`config.mk`:
```
export PLATFORM = sky130hd
export DESIGN_NAME = wic_top
export DESIGN_NICKNAME = d
export VERILOG_FILES = /design/src/shared/wic_pkg.sv /design/src/shared/wic_cal_if.sv /design/src/rtl/wic_cal_ch.sv /design/src/rtl/wic_top.sv
export VERILOG_INCLUDE_DIRS = /design/src /design/src/shared
export SDC_FILE = /design/constraint.sdc
export NUM_CORES = 2
export LEC_CHECK = 0
export BUFFER_PORTS_ARGS = -buffer_cell sky130_fd_sc_hd__clkbuf_2
export CAP_MARGIN = 20
export CELL_PAD_IN_SITES_DETAIL_PLACEMENT = 0
export CELL_PAD_IN_SITES_GLOBAL_PLACEMENT = 2
export CORE_AREA = 2 2 387 389
export CTS_CLUSTER_SIZE = 16
export DETAILED_ROUTE_END_ITERATION = 12
export DIE_AREA = 0 0 389 391
export PLACE_DENSITY_LB_ADDON = 0.1
export SLEW_MARGIN = 25
export SYNTH_ARGS = -nofsm -noshare
export SYNTH_HDL_FRONTEND = slang
export SYNTH_SLANG_ARGS = --single-unit
```
`constraint.sdc`:
```
create_clock -name CLOCK_I -period 34.7 [get_ports CLOCK_I]
set_input_delay 3.47 -clock CLOCK_I [delete_from_list [all_inputs] [get_ports CLOCK_I]]
set_output_delay 3.47 -clock CLOCK_I [all_outputs]
set_load 0.005 [all_outputs]
```
`src/shared/wic_map.svh`:
```
// Register offsets, field positions, reset values and constants of the winder input block.
//
// Function
// RL1: Torque output only while run or stall is active.
// RL2: Line drive holds run closed while running.
// RL3: Stall input sends fixed programmed torque level.
// RL4: Run overrides stall when both are active.
// RL5: Inputs three and four select thickness slot.
// RL6: Speed reference except line/roll speed configurations.
// RL7: Writing configuration number loads input roles.
// RL8: Trigger write starts low phase, live value.
// RL9: Enter captures low, then high point.
// RL10: Low above high flags error, keeps scaling.
// RL11: Frequency calibration shows live hertz value.
// RL12: Tension setpoint scales zero to hundred percent.
// RL13: External diameter ratio scales core to full.
// RL14: Diameter in user units from ratio.
// RL15: Line speed scales stopped to maximum speed.
// RL16: Config one: frequency speed, analog two tension.
// RL17: Config two: analog speeds, analog diameter.
// RL18: Twelve configurations, one to twelve valid.
// RL19: Drive enable output follows the run input.
// RL20: Scaled percent clamped between zero and hundred.
`ifndef WIC_MAP_SVH
`define WIC_MAP_SVH

// ------------------------------------------------------------------
// Register byte offsets
// ------------------------------------------------------------------
`define WIC_OFS_CONFIG 8'h00
`define WIC_OFS_AIN1_CAL 8'h04
`define WIC_OFS_AIN2_CAL 8'h08
`define WIC_OFS_FREQ_CAL 8'h0C
`define WIC_OFS_ENTER 8'h10
`define WIC_OFS_STALL_TQ 8'h14
`define WIC_OFS_CORE_DIA 8'h18
`define WIC_OFS_MAX_DIA 8'h1C
`define WIC_OFS_THK0 8'h20
`define WIC_OFS_STATUS 8'h30
`define WIC_OFS_CAL_LIVE 8'h34
`define WIC_OFS_LINE_PCT 8'h38
`define WIC_OFS_TENS_PCT 8'h3C
`define WIC_OFS_DIA_RATIO 8'h40
`define WIC_OFS_DIA_USER 8'h44

// ------------------------------------------------------------------
// Field positions of the status word
// ------------------------------------------------------------------
`define WIC_ST_RUN 0
`define WIC_ST_STALL 1
`define WIC_ST_SLOT 2
`define WIC_ST_PH1 4
`define WIC_ST_PH2 6
`define WIC_ST_PHF 8
`define WIC_ST_ERR 10
`define WIC_ST_CFG 16

// ------------------------------------------------------------------
// Widths, reset values and scaling constants
// ------------------------------------------------------------------
`define WIC_VAL_W 16
`define WIC_PCT_W 14
`define WIC_PCT_FULL 14'h2710
`define WIC_CAL_LO_RST 16'h0000
`define WIC_CAL_HI_RST 16'hFFFF
`define WIC_CFG_RST 4'h1
`define WIC_CFG_MAX 4'hC
`define WIC_CAL_START 32'h0000_0001

`endif

```
`src/shared/wic_pkg.sv`:
```
// Types shared by the winder input block modules.
package wic_pkg;

  // Calibration sequencer phase.
  typedef enum logic [1:0] {
    WIC_PH_IDLE = 2'b00,
    WIC_PH_LOW = 2'b01,
    WIC_PH_HIGH = 2'b10
  } wic_phase_t;

  // Source of a conditioned signal.
  typedef enum logic [1:0] {
    WIC_SRC_NONE = 2'b00,
    WIC_SRC_AIN1 = 2'b01,
    WIC_SRC_AIN2 = 2'b10,
    WIC_SRC_FREQ = 2'b11
  } wic_src_t;

endpackage
```
`src/shared/wic_cal_if.sv`:
```
// Link between the top module and one calibration and scaling channel.
`timescale 1ns/1ns
`include "wic_map.svh"
interface wic_cal_if;
  import wic_pkg::*;
  logic [`WIC_VAL_W-1:0] raw; // Live input value.
  logic trig; // One-cycle calibration start.
  logic enter; // One-cycle Enter press.
  wic_phase_t phase; // Current calibration phase.
  logic err; // Last calibration failed.
  logic [`WIC_PCT_W-1:0] pct; // Scaled value, hundredths of percent.
  modport ctl (output raw, trig, enter, input phase, err, pct);
  modport ch (input raw, trig, enter, output phase, err, pct);
endinterface

```
`src/rtl/wic_cal_ch.sv`:
```
// Two-point calibration sequencer and percent scaler for one input.
`timescale 1ns/1ns
`include "wic_map.svh"
module wic_cal_ch
  import wic_pkg::*;
#(
  parameter int IN_W = 16
)
(
  input wire logic clk_i,
  input wire logic rst_i,
  input wire logic ce_i,
  wic_cal_if.ch cal
);

  // The scaler arithmetic is sized for the shared value width.
  if (IN_W > `WIC_VAL_W || IN_W < 2)
  begin : g_chk
    $error("wic_cal_ch: IN_W out of range");
  end

  localparam int REM_W = `WIC_VAL_W + 14;

  wic_phase_t phase_q; // Sequencer phase.
  logic [`WIC_VAL_W-1:0] lo_q; // Committed low point.
  logic [`WIC_VAL_W-1:0] hi_q; // Committed high point.
  logic [`WIC_VAL_W-1:0] lo_tmp_q; // Low point awaiting the high one.
  logic err_q; // Error of the last sequence.
  logic [`WIC_PCT_W-1:0] pct_q; // Scaled output.
  logic busy_q; // Divider running.
  logic [3:0] cnt_q; // Quotient bit being resolved.
  logic [REM_W-1:0] rem_q; // Remainder of the division.
  logic [`WIC_VAL_W-1:0] den_q; // Span hi minus lo.
  logic [`WIC_PCT_W-1:0] quo_q; // Quotient built so far.

  // ------------------------------------------------------------------
  // Combinational terms
  // ------------------------------------------------------------------
  wire logic below = cal.raw <= lo_q; // see RL20
  wire logic above = cal.raw >= hi_q; // see RL20
  wire logic [`WIC_VAL_W-1:0] diff = cal.raw - lo_q;
  wire logic [REM_W-1:0] num = REM_W'(diff) * REM_W'(`WIC_PCT_FULL);
  wire logic [REM_W-1:0] trial = REM_W'(den_q) << cnt_q;
  wire logic fits = trial <= rem_q;
  wire logic [`WIC_PCT_W-1:0] bit_v = `WIC_PCT_W'(1) << cnt_q;
  wire logic bad_pair = lo_tmp_q > cal.raw;

  assign cal.phase = phase_q;
  assign cal.err = err_q;
  assign cal.pct = pct_q;

  // ------------------------------------------------------------------
  // Calibration sequencer
  // ------------------------------------------------------------------
  // A failed pair leaves lo_q and hi_q untouched, so scaling keeps working.
  always_ff @(posedge clk_i)
  begin
    if (rst_i)
    begin
      phase_q <= WIC_PH_IDLE;
      lo_q <= `WIC_CAL_LO_RST;
      hi_q <= `WIC_CAL_HI_RST;
      lo_tmp_q <= `WIC_CAL_LO_RST;
      err_q <= 1'b0;
    end
    else if (ce_i)
    begin
      case (phase_q)
        WIC_PH_LOW:
        begin
          if (cal.enter)
          begin
            lo_tmp_q <= cal.raw; // see RL9
            phase_q <= WIC_PH_HIGH; // see RL9
          end
        end
        WIC_PH_HIGH:
        begin
          if (cal.enter)
          begin
            phase_q <= WIC_PH_IDLE;
            if (bad_pair)
            begin
              err_q <= 1'b1; // see RL10
            end
            else
            begin
              lo_q <= lo_tmp_q; // see RL9
              hi_q <= cal.raw;
            end
          end
        end
        default:
        begin
          phase_q <= WIC_PH_IDLE;
        end
      endcase
      // A new trigger restarts from the low phase in any state.
      if (cal.trig)
      begin
        phase_q <= WIC_PH_LOW; // see RL8
        err_q <= 1'b0;
      end
    end
  end

  // ------------------------------------------------------------------
  // Scaler: one quotient bit per cycle, restarts on the live value
  // ------------------------------------------------------------------
  // A sequential divider costs 15 cycles of latency but no wide array.
  always_ff @(posedge clk_i)
  begin
    if (rst_i)
    begin
      pct_q <= '0;
      busy_q <= 1'b0;
      cnt_q <= 4'h0;
      rem_q <= '0;
      den_q <= '0;
      quo_q <= '0;
    end
    else if (ce_i)
    begin
      if (!busy_q)
      begin
        if (below)
        begin
          pct_q <= '0; // see RL20
        end
        else if (above)
        begin
          pct_q <= `WIC_PCT_FULL; // see RL20
        end
        else
        begin
          busy_q <= 1'b1; // see RL12
          cnt_q <= 4'hD;
          rem_q <= num;
          den_q <= hi_q - lo_q;
          quo_q <= '0;
        end
      end
      else
      begin
        if (fits)
        begin
          rem_q <= rem_q - trial;
        end
        if (cnt_q == 4'h0)
        begin
          busy_q <= 1'b0;
          pct_q <= fits ? (quo_q | bit_v) : quo_q;
        end
        else
        begin
          quo_q <= fits ? (quo_q | bit_v) : quo_q;
          cnt_q <= cnt_q - 4'h1;
        end
      end
    end
  end

endmodule

```
`src/rtl/wic_top.sv`:
```
// Run, stall, thickness and calibration logic of the winder input block.
//
// Design decisions made here: the APB slave port and the register addresses.
`timescale 1ns/1ns
`include "wic_map.svh"
module wic_top
  import wic_pkg::*;
#(
  parameter int AIN_W = 12,
  parameter int FREQ_W = 16
)
(
  input wire logic CLOCK_I,
  input wire logic RST_I,
  input wire logic CE_I,
  input wire logic RUN_I,
  input wire logic STALL_I,
  input wire logic THK3_I,
  input wire logic THK4_I,
  input wire logic [AIN_W-1:0] AIN1_I,
  input wire logic [AIN_W-1:0] AIN2_I,
  input wire logic [FREQ_W-1:0] FREQ_HZ_I,
  input wire logic [15:0] TENSION_TORQUE_I,
  input wire logic PSEL_I,
  input wire logic PENABLE_I,
  input wire logic PWRITE_I,
  input wire logic [7:0] PADDR_I,
  input wire logic [31:0] PWDATA_I,
  output logic [31:0] PRDATA_O,
  output logic PREADY_O,
  output logic PSLVERR_O,
  output logic [15:0] TORQUE_REF_O,
  output logic TORQUE_EN_O,
  output logic DRIVE_EN_O,
  output logic [15:0] SPEED_REF_O,
  output logic SPEED_REF_EN_O,
  output logic [1:0] THK_SLOT_O,
  output logic [15:0] THICKNESS_O
);

  // Inputs wider than the channel value cannot be scaled.
  if (AIN_W > `WIC_VAL_W || FREQ_W > `WIC_VAL_W || AIN_W < 2 || FREQ_W < 2)
  begin : g_chk
    $error("wic_top: input width out of range");
  end

  // ------------------------------------------------------------------
  // Pin synchronisers
  // ------------------------------------------------------------------
  logic [3:0] pin_s1_q; // First stage, read only by the second.
  logic [3:0] pin_s2_q; // Second stage, safe to use.
  always_ff @(posedge CLOCK_I)
  begin
    if (RST_I)
    begin
      pin_s1_q <= 4'h0;
      pin_s2_q <= 4'h0;
    end
    else if (CE_I)
    begin
      pin_s1_q <= {THK4_I, THK3_I, STALL_I, RUN_I};
      pin_s2_q <= pin_s1_q;
    end
  end
  wire logic run = pin_s2_q[0];
  wire logic stall = pin_s2_q[1];
  // Input three is the high select bit, input four the low one.
  wire logic [1:0] slot = {pin_s2_q[2], pin_s2_q[3]}; // see RL5

  // ------------------------------------------------------------------
  // Software registers
  // ------------------------------------------------------------------
  logic [3:0] cfg_q; // Loaded configuration number.
  logic [15:0] stall_tq_q; // Fixed stall torque level.
  logic [15:0] core_dia_q; // Core diameter, user units.
  logic [15:0] max_dia_q; // Maximum diameter, user units.
  logic [15:0] thk_q [4]; // Thickness slots 0 to 3.
  logic [2:0] trig_q; // Calibration start pulses.
  logic enter_q; // Enter press pulse.

  // ------------------------------------------------------------------
  // APB decode
  // ------------------------------------------------------------------
  // The slave inserts one wait state so that read data come from a flop.
  logic pready_q;
  logic [31:0] prdata_q;
  logic pslverr_q;
  wire logic acc = PSEL_I && PENABLE_I;
  wire logic done = acc && pready_q;
  wire logic wr = done && PWRITE_I;
  wire logic [3:0] wcfg = PWDATA_I[3:0];
  wire logic cfg_ok = PWDATA_I[31:4] == 28'h000_0000 && wcfg != 4'h0 && wcfg <= `WIC_CFG_MAX; // see RL18
  wire logic hit_cfg = PADDR_I == `WIC_OFS_CONFIG;
  wire logic hit_c1 = PADDR_I == `WIC_OFS_AIN1_CAL;
  wire logic hit_c2 = PADDR_I == `WIC_OFS_AIN2_CAL;
  wire logic hit_cf = PADDR_I == `WIC_OFS_FREQ_CAL;
  wire logic hit_ent = PADDR_I == `WIC_OFS_ENTER;
  wire logic hit_stq = PADDR_I == `WIC_OFS_STALL_TQ;
  wire logic hit_core = PADDR_I == `WIC_OFS_CORE_DIA;
  wire logic hit_max = PADDR_I == `WIC_OFS_MAX_DIA;
  wire logic hit_thk = PADDR_I[7:4] == `WIC_OFS_THK0 >> 4 && PADDR_I[1:0] == 2'b00;
  wire logic [1:0] thk_idx = PADDR_I[3:2];
  wire logic start = PWDATA_I == `WIC_CAL_START; // see RL8

  // ------------------------------------------------------------------
  // Channels
  // ------------------------------------------------------------------
  wic_cal_if ain1_if ();
  wic_cal_if ain2_if ();
  wic_cal_if freq_if ();
  assign ain1_if.raw = `WIC_VAL_W'(AIN1_I);
  assign ain2_if.raw = `WIC_VAL_W'(AIN2_I);
  // The frequency front end already delivers hertz, shown live in both phases.
  assign freq_if.raw = `WIC_VAL_W'(FREQ_HZ_I); // see RL11
  assign ain1_if.trig = trig_q[0];
  assign ain2_if.trig = trig_q[1];
  assign freq_if.trig = trig_q[2];

  // Enter goes to one sequence only, analog 1 first, then analog 2, then frequency.
  wire logic cal1 = ain1_if.phase != WIC_PH_IDLE;
  wire logic cal2 = ain2_if.phase != WIC_PH_IDLE;
  wire logic calf = freq_if.phase != WIC_PH_IDLE;
  assign ain1_if.enter = enter_q && cal1; // see RL9
  assign ain2_if.enter = enter_q && !cal1 && cal2;
  assign freq_if.enter = enter_q && !cal1 && !cal2 && calf;

  wic_cal_ch #(.IN_W(AIN_W)) u_ain1 (.clk_i(CLOCK_I), .rst_i(RST_I), .ce_i(CE_I), .cal(ain1_if));
  wic_cal_ch #(.IN_W(AIN_W)) u_ain2 (.clk_i(CLOCK_I), .rst_i(RST_I), .ce_i(CE_I), .cal(ain2_if));
  wic_cal_ch #(.IN_W(FREQ_W)) u_freq (.clk_i(CLOCK_I), .rst_i(RST_I), .ce_i(CE_I), .cal(freq_if));

  // ------------------------------------------------------------------
  // Configuration roles
  // ------------------------------------------------------------------
  wic_src_t line_src; // Line speed source.
  wic_src_t tens_src; // Tension setpoint source.
  wic_src_t dia_src; // External diameter source.
  logic no_speed_ref; // Line and roll speed diameter setups.
  always_comb
  begin
    line_src = WIC_SRC_AIN1;
    tens_src = WIC_SRC_AIN2;
    dia_src = WIC_SRC_NONE;
    no_speed_ref = 1'b0;
    case (cfg_q)
      4'h1:
      begin
        line_src = WIC_SRC_FREQ; // see RL16
        dia_src = WIC_SRC_AIN1; // see RL7
      end
      4'h2:
      begin
        line_src = WIC_SRC_AIN2; // see RL17
        tens_src = WIC_SRC_NONE;
        dia_src = WIC_SRC_AIN1;
      end
      4'h4, 4'hA:
      begin
        line_src = WIC_SRC_FREQ;
      end
      4'h8:
      begin
        line_src = WIC_SRC_FREQ;
        dia_src = WIC_SRC_AIN1;
      end
      4'h5, 4'h6, 4'h7, 4'hB, 4'hC:
      begin
        no_speed_ref = 1'b1; // see RL6
      end
      default:
      begin
        line_src = WIC_SRC_AIN1;
      end
    endcase
  end

  // Picks one channel's percent by source code.
  function automatic logic [`WIC_PCT_W-1:0] pick(input wic_src_t s, input logic [`WIC_PCT_W-1:0] a1,
                                                   input logic [`WIC_PCT_W-1:0] a2,
                                                   input logic [`WIC_PCT_W-1:0] f);
    case (s)
      WIC_SRC_AIN1: pick = a1;
      WIC_SRC_AIN2: pick = a2;
      WIC_SRC_FREQ: pick = f;
      default: pick = '0;
    endcase
  endfunction

  wire logic [`WIC_PCT_W-1:0] line_pct = pick(line_src, ain1_if.pct, ain2_if.pct, freq_if.pct); // see RL15
  wire logic [`WIC_PCT_W-1:0] tens_pct = pick(tens_src, ain1_if.pct, ain2_if.pct, freq_if.pct); // see RL12
  wire logic [`WIC_PCT_W-1:0] dia_pct = pick(dia_src, ain1_if.pct, ain2_if.pct, freq_if.pct); // see RL13

  // Diameter in user units; a maximum below the core gives the core value.
  wire logic [15:0] span = max_dia_q > core_dia_q ? max_dia_q - core_dia_q : 16'h0000;
  wire logic [29:0] prod = 30'(span) * 30'(dia_pct);
  wire logic [29:0] quot = prod / 30'(`WIC_PCT_FULL);
  wire logic [15:0] dia_user = core_dia_q + quot[15:0]; // see RL14

  // Live value shown while any sequence runs.
  wire logic [15:0] live = cal1 ? ain1_if.raw : cal2 ? ain2_if.raw : freq_if.raw; // see RL8

  wire logic [31:0] status = {12'h000, cfg_q, 3'h0, freq_if.err, ain2_if.err, ain1_if.err,
                              freq_if.phase, ain2_if.phase, ain1_if.phase, slot, stall, run};

  // ------------------------------------------------------------------
  // Read mux
  // ------------------------------------------------------------------
  logic [31:0] rdata;
  logic rhit;
  always_comb
  begin
    rhit = 1'b1;
    rdata = 32'h0000_0000;
    if (hit_cfg)
      rdata = {28'h000_0000, cfg_q};
    else if (hit_c1 || hit_c2 || hit_cf || hit_ent)
      rdata = 32'h0000_0000;
    else if (hit_stq)
      rdata = {16'h0000, stall_tq_q};
    else if (hit_core)
      rdata = {16'h0000, core_dia_q};
    else if (hit_max)
      rdata = {16'h0000, max_dia_q};
    else if (hit_thk)
      rdata = {16'h0000, thk_q[thk_idx]};
    else if (PADDR_I == `WIC_OFS_STATUS)
      rdata = status;
    else if (PADDR_I == `WIC_OFS_CAL_LIVE)
      rdata = {16'h0000, live};
    else if (PADDR_I == `WIC_OFS_LINE_PCT)
      rdata = {18'h0_0000, line_pct};
    else if (PADDR_I == `WIC_OFS_TENS_PCT)
      rdata = {18'h0_0000, tens_pct};
    else if (PADDR_I == `WIC_OFS_DIA_RATIO)
      rdata = {18'h0_0000, dia_pct};
    else if (PADDR_I == `WIC_OFS_DIA_USER)
      rdata = {16'h0000, dia_user};
    else
      rhit = 1'b0;
  end

  // ------------------------------------------------------------------
  // APB handshake
  // ------------------------------------------------------------------
  // Data and error are loaded on the first access cycle and shown on the second.
  always_ff @(posedge CLOCK_I)
  begin
    if (RST_I)
    begin
      pready_q <= 1'b0;
      prdata_q <= 32'h0000_0000;
      pslverr_q <= 1'b0;
    end
    else if (CE_I)
    begin
      pready_q <= acc && !pready_q;
      pslverr_q <= acc && !pready_q && !rhit;
      prdata_q <= (acc && !pready_q && !PWRITE_I) ? rdata : 32'h0000_0000;
    end
  end

  // ------------------------------------------------------------------
  // Register writes
  // ------------------------------------------------------------------
  // Invalid configuration numbers are ignored so the roles never go undefined.
  always_ff @(posedge CLOCK_I)
  begin
    if (RST_I)
    begin
      cfg_q <= `WIC_CFG_RST;
      stall_tq_q <= 16'h0000;
      core_dia_q <= 16'h0000;
      max_dia_q <= 16'h0000;
      thk_q <= '{default: 16'h0000};
      trig_q <= 3'b000;
      enter_q <= 1'b0;
    end
    else if (CE_I)
    begin
      trig_q <= {wr && hit_cf && start, wr && hit_c2 && start, wr && hit_c1 && start}; // see RL8
      enter_q <= wr && hit_ent;
      if (wr && hit_cfg && cfg_ok)
        cfg_q <= wcfg; // see RL7
      if (wr && hit_stq)
        stall_tq_q <= PWDATA_I[15:0];
      if (wr && hit_core)
        core_dia_q <= PWDATA_I[15:0];
      if (wr && hit_max)
        max_dia_q <= PWDATA_I[15:0];
      if (wr && hit_thk)
        thk_q[thk_idx] <= PWDATA_I[15:0];
    end
  end

  // ------------------------------------------------------------------
  // Drive outputs
  // ------------------------------------------------------------------
  // Run is assumed held through the ramp down, so no hold timer is kept here.
  logic [15:0] tq_q;
  logic tq_en_q;
  logic drv_en_q;
  logic [15:0] spd_q;
  logic spd_en_q;
  logic [1:0] slot_q;
  logic [15:0] thk_out_q;
  always_ff @(posedge CLOCK_I)
  begin
    if (RST_I)
    begin
      tq_q <= 16'h0000;
      tq_en_q <= 1'b0;
      drv_en_q <= 1'b0;
      spd_q <= 16'h0000;
      spd_en_q <= 1'b0;
      slot_q <= 2'b00;
      thk_out_q <= 16'h0000;
    end
    else if (CE_I)
    begin
      drv_en_q <= run; // see RL19
      if (run)
      begin
        tq_q <= TENSION_TORQUE_I; // see RL1 see RL4 see RL2
        tq_en_q <= 1'b1;
      end
      else if (stall)
      begin
        tq_q <= stall_tq_q; // see RL3
        tq_en_q <= 1'b1;
      end
      else
      begin
        tq_q <= 16'h0000; // see RL1
        tq_en_q <= 1'b0;
      end
      spd_en_q <= !no_speed_ref; // see RL6
      spd_q <= no_speed_ref ? 16'h0000 : {2'b00, line_pct};
      slot_q <= slot; // see RL5
      thk_out_q <= thk_q[slot];
    end
  end

  assign PRDATA_O = prdata_q;
  assign PREADY_O = pready_q;
  assign PSLVERR_O = pslverr_q;
  assign TORQUE_REF_O = tq_q;
  assign TORQUE_EN_O = tq_en_q;
  assign DRIVE_EN_O = drv_en_q;
  assign SPEED_REF_O = spd_q;
  assign SPEED_REF_EN_O = spd_en_q;
  assign THK_SLOT_O = slot_q;
  assign THICKNESS_O = thk_out_q;

endmodule

```
==> results.yml <==
cells_and_area:
  fin_nets: 8210
  area.growth.synth_to_final_pct: 9.20
  drive_gt1_frac: 0.0820
min_path:
  hold_end: "u_freq.quo_q[12]$_SDFFE_PP0P_"
  hp-start: "u_freq.quo_q[12]$_SDFFE_PP0P_"
  whs_path_depth: 2
  hold_class: "reg2reg"
run_status:
  status: "complete, no violations"
timing:
  slew_violations: 0
  fin_worst_skew_ps: 49.8
  rsz0062_at_grt: "no"
  setup_slack_ps: 2780
  worst_slew_pin_slew_ps: 1060
  timing.final.hold_violations: 0
  relSlewSlack: 0.295
  finalSetupTns_ps: 0
  setup_violations: 0
  period_needed_ps: 31920
  fin_crit_sh: 0.920
  fmax_mhz: 31.3
logic_synthesis:
  yosys.area.top_type: "dfxtp_1"
  yosysUniqueCellTypes: 128
  synth_top_flop_cell: "dfxtp_1"
  syn-cell-area_um2: 57400
  synth_common_cells: "nand2_1 (825), inv_1 (728), nor2_1 (722)"
  yosysMostFrequentCell: "nand2_1"
  ys_seq_elements: 569
  async_reset_ff_frac: 0
  synth_edf_count: 0
  ys_top_cells_by_area: "dfxtp_1 (20%), ha_1 (13%), fa_1 (9.5%)"
  yosysTopAreaCellShare: 0.198
  yosysSeqAreaShare: 0.198
  ys_warn_count: 0
  syn_inst: 7289
  synth.avg_cell_area_um2: 7.87
critical_path:
  required_ps: 35320
  critPathLaunchType: "register"
  max_stage_delay_ps: 840
  rrSetupSlack_ps: 2780
  critPathKind: "reg2reg"
  reg2regPathDepth: 106
  slowest_stage: "o31ai_1"
  reg2reg_to: "PRDATA_O[15]$_SDFFE_PP0P_"
  critPathCaptureType: "register"
  critPathArrivalTime_ps: 32540
  rr_startpoint: "core_dia_q[1]$_SDFFE_PP0P_"
  path_max_fanout: 13
clock_tree:
  cts_hold_buf: 0
  cts.clk_slew.worst_paths_ps: 60
  cts_resized: 0
  postCtsSetupRepairBufs: 0
  cts_sinks: 569
  cts_tree: "done"
  clk_path_buf_depth: 3
  numCtsBuffers: 76
  clk_latency_ps: 710
  cts-htree-levels: 3
  clockRootBuffer: "clkbuf_16"
floorplan:
  io_pins: 193
  start_util: 0.386
  die-area_um2: 152000
  coreArea_um2: 149000
  die_w_um: 389
  die_h_um: 391
  rows: 142
grt:
  gr-total-overflow: 0
  grt_max_degree: 159
  grt_usage: 0.263
  grt_pass1_wl_um: 310000
  grt_pass1_vias: 49300
  antenna_found_initial: 18
placed_design:
  port_buffers: 178
  gp_congestion: 0.917
  post-place-ws_ps: 2890
  dp_hpwl_um: 162000
routing:
  routedWlPerCell_um: 22.1
  ant_nets: 0
  first_pass_iters: 9
  first_iter_violations: 3597
  via_per_inst: 5.58
  routed_wl_um: 205000
  drc: 0
  via_count: 51600
run:
  drv_cap: 0
pwr:
  power.leakage_nw: 27.4
  power_density_nw_per_um2: 50.7
  ir_worst_vdd_v: 0.0000533
## sequential cells by signal, summed over array words and instances, names as in the netlist, 16 cells and up
name and flops:
PRDATA_O 20, u_freq.den_q 16, u_ain1.rem_q 30, u_ain2.den_q 16
u_freq.hi_q 16, u_freq.rem_q 30, u_ain1.den_q 16, TORQUE_REF_O 16
core_dia_q 16, stall_tq_q 16, THICKNESS_O 16, max_dia_q 16
u_freq.lo_q 16, u_freq.lo_tmp_q 16, u_ain2.rem_q 30, thk_q 64
## where the power goes
| part | internal, mW | total (mW) | switching, mW | leakage, nW |
|---|---|---|---|---|
| Clock | 0.517 | 0.865 | 0.348 | 1.32 |
| Sequential | 0.693 | 0.725 | 0.0326 | 4.63 |
| Combinational | 0.644 | 1.59 | 0.941 | 21.5 |
| Total | 1.85 | 3.18 | 1.32 | 27.4 |
## worst max path at each step
stage	startpoint	end	slack, ps
finish	core_dia_q[1]$_SDFFE_PP0P_	PRDATA_O[15]$_SDFFE_PP0P_	2780
global route	core_dia_q[1]$_SDFFE_PP0P_	PRDATA_O[15]$_SDFFE_PP0P_	360
CTS	core_dia_q[1]$_SDFFE_PP0P_	PRDATA_O[15]$_SDFFE_PP0P_	2680
detailed placement	core_dia_q[1]$_SDFFE_PP0P_	PRDATA_O[15]$_SDFFE_PP0P_	2890
global placement	core_dia_q[1]$_SDFFE_PP0P_	PRDATA_O[15]$_SDFFE_PP0P_	3440
floorplan	core_dia_q[2]$_SDFFE_PP0P_	PRDATA_O[15]$_SDFFE_PP0P_	9580
## logic make-up (layout without fill, tap and decap cells)
group / count (synthesis) / count (layout) / share of synthesized area
DFF: 569 / 569 / 0.198
buffers and inverters: 1106 / 1117 / 0.0744
xor gates and xnor gates: 330 / 330 / 0.0512
and+or+nand+nor: 2273 / 2273 / 0.178
adders and majority gates: 852 / 852 / 0.221
other: 1 / 17 / 0.0000653
AOI/OAI and AO/OA: 1901 / 1901 / 0.220
muxes: 257 / 257 / 0.0575
## cell type report
class,count,area (µm²)
Timing Repair Buffer,244,1410
Antenna cell,3,7.51
Multi-Input combinational cell,5627,41900
Sequential cell,569,11400
Clock inverter,35,596
Clock buffer,98,2110
Tap cell,1944,2430
Inverter,740,2780
Fill cell,15400,85900
## cells in the final DEF, fill, tap and decap left out, types with 66 or more instances in the layout
cell type,instances
a211oi_1,146
a21o_1,189
a21oi_1,595
a22oi_1,81
and2_1,77
buf_4,66
clkbuf_16,76
clkbuf_2,176
dfxtp_1,564
fa_1,271
ha_1,575
inv_1,728
mux2i_1,173
nand2_1,824
nand2b_1,73
nand3_1,124
nand4_1,70
nor2_1,714
nor2b_1,71
nor3_1,109
o211ai_1,99
o21ai_0,274
o21bai_1,94
xnor2_1,206
xor2_1,118
## metrics by stage
step	utilization	cells	area, µm²	hold slack [ps]	power, mW
after floorplan	-	7302	57400	416	1.91
after global placement	0.403	9124	59900	428	2.32
after detailed placement	0.403	9124	59900	438	2.33
after CTS	0.422	9257	62600	447	3.22
after global routing	0.422	9258	62700	472	3.46
final	0.422	9260	62700	448	3.18
## worst max-delay path, delay by kind of cell (launching register included)
family | cells | cell delay [ps]
fa+ha+maj | 9 | 4010
buf+inv | 4 | 640
simple gates | 18 | 4910
compound gates | 66 | 18240
xor+xnor | 5 | 2070
mux | 4 | 1470
flops | 1 | 480
## metal layers
layer	vias up	track usage	routed length (µm)
li1	25300	-	-
met1	24900	0.377	99100
met2	1240	0.412	89500
met3	249	0.0368	10200
met4	14	0.0701	5800
met5	-	0	89
(Power assumes the default switching activity.)
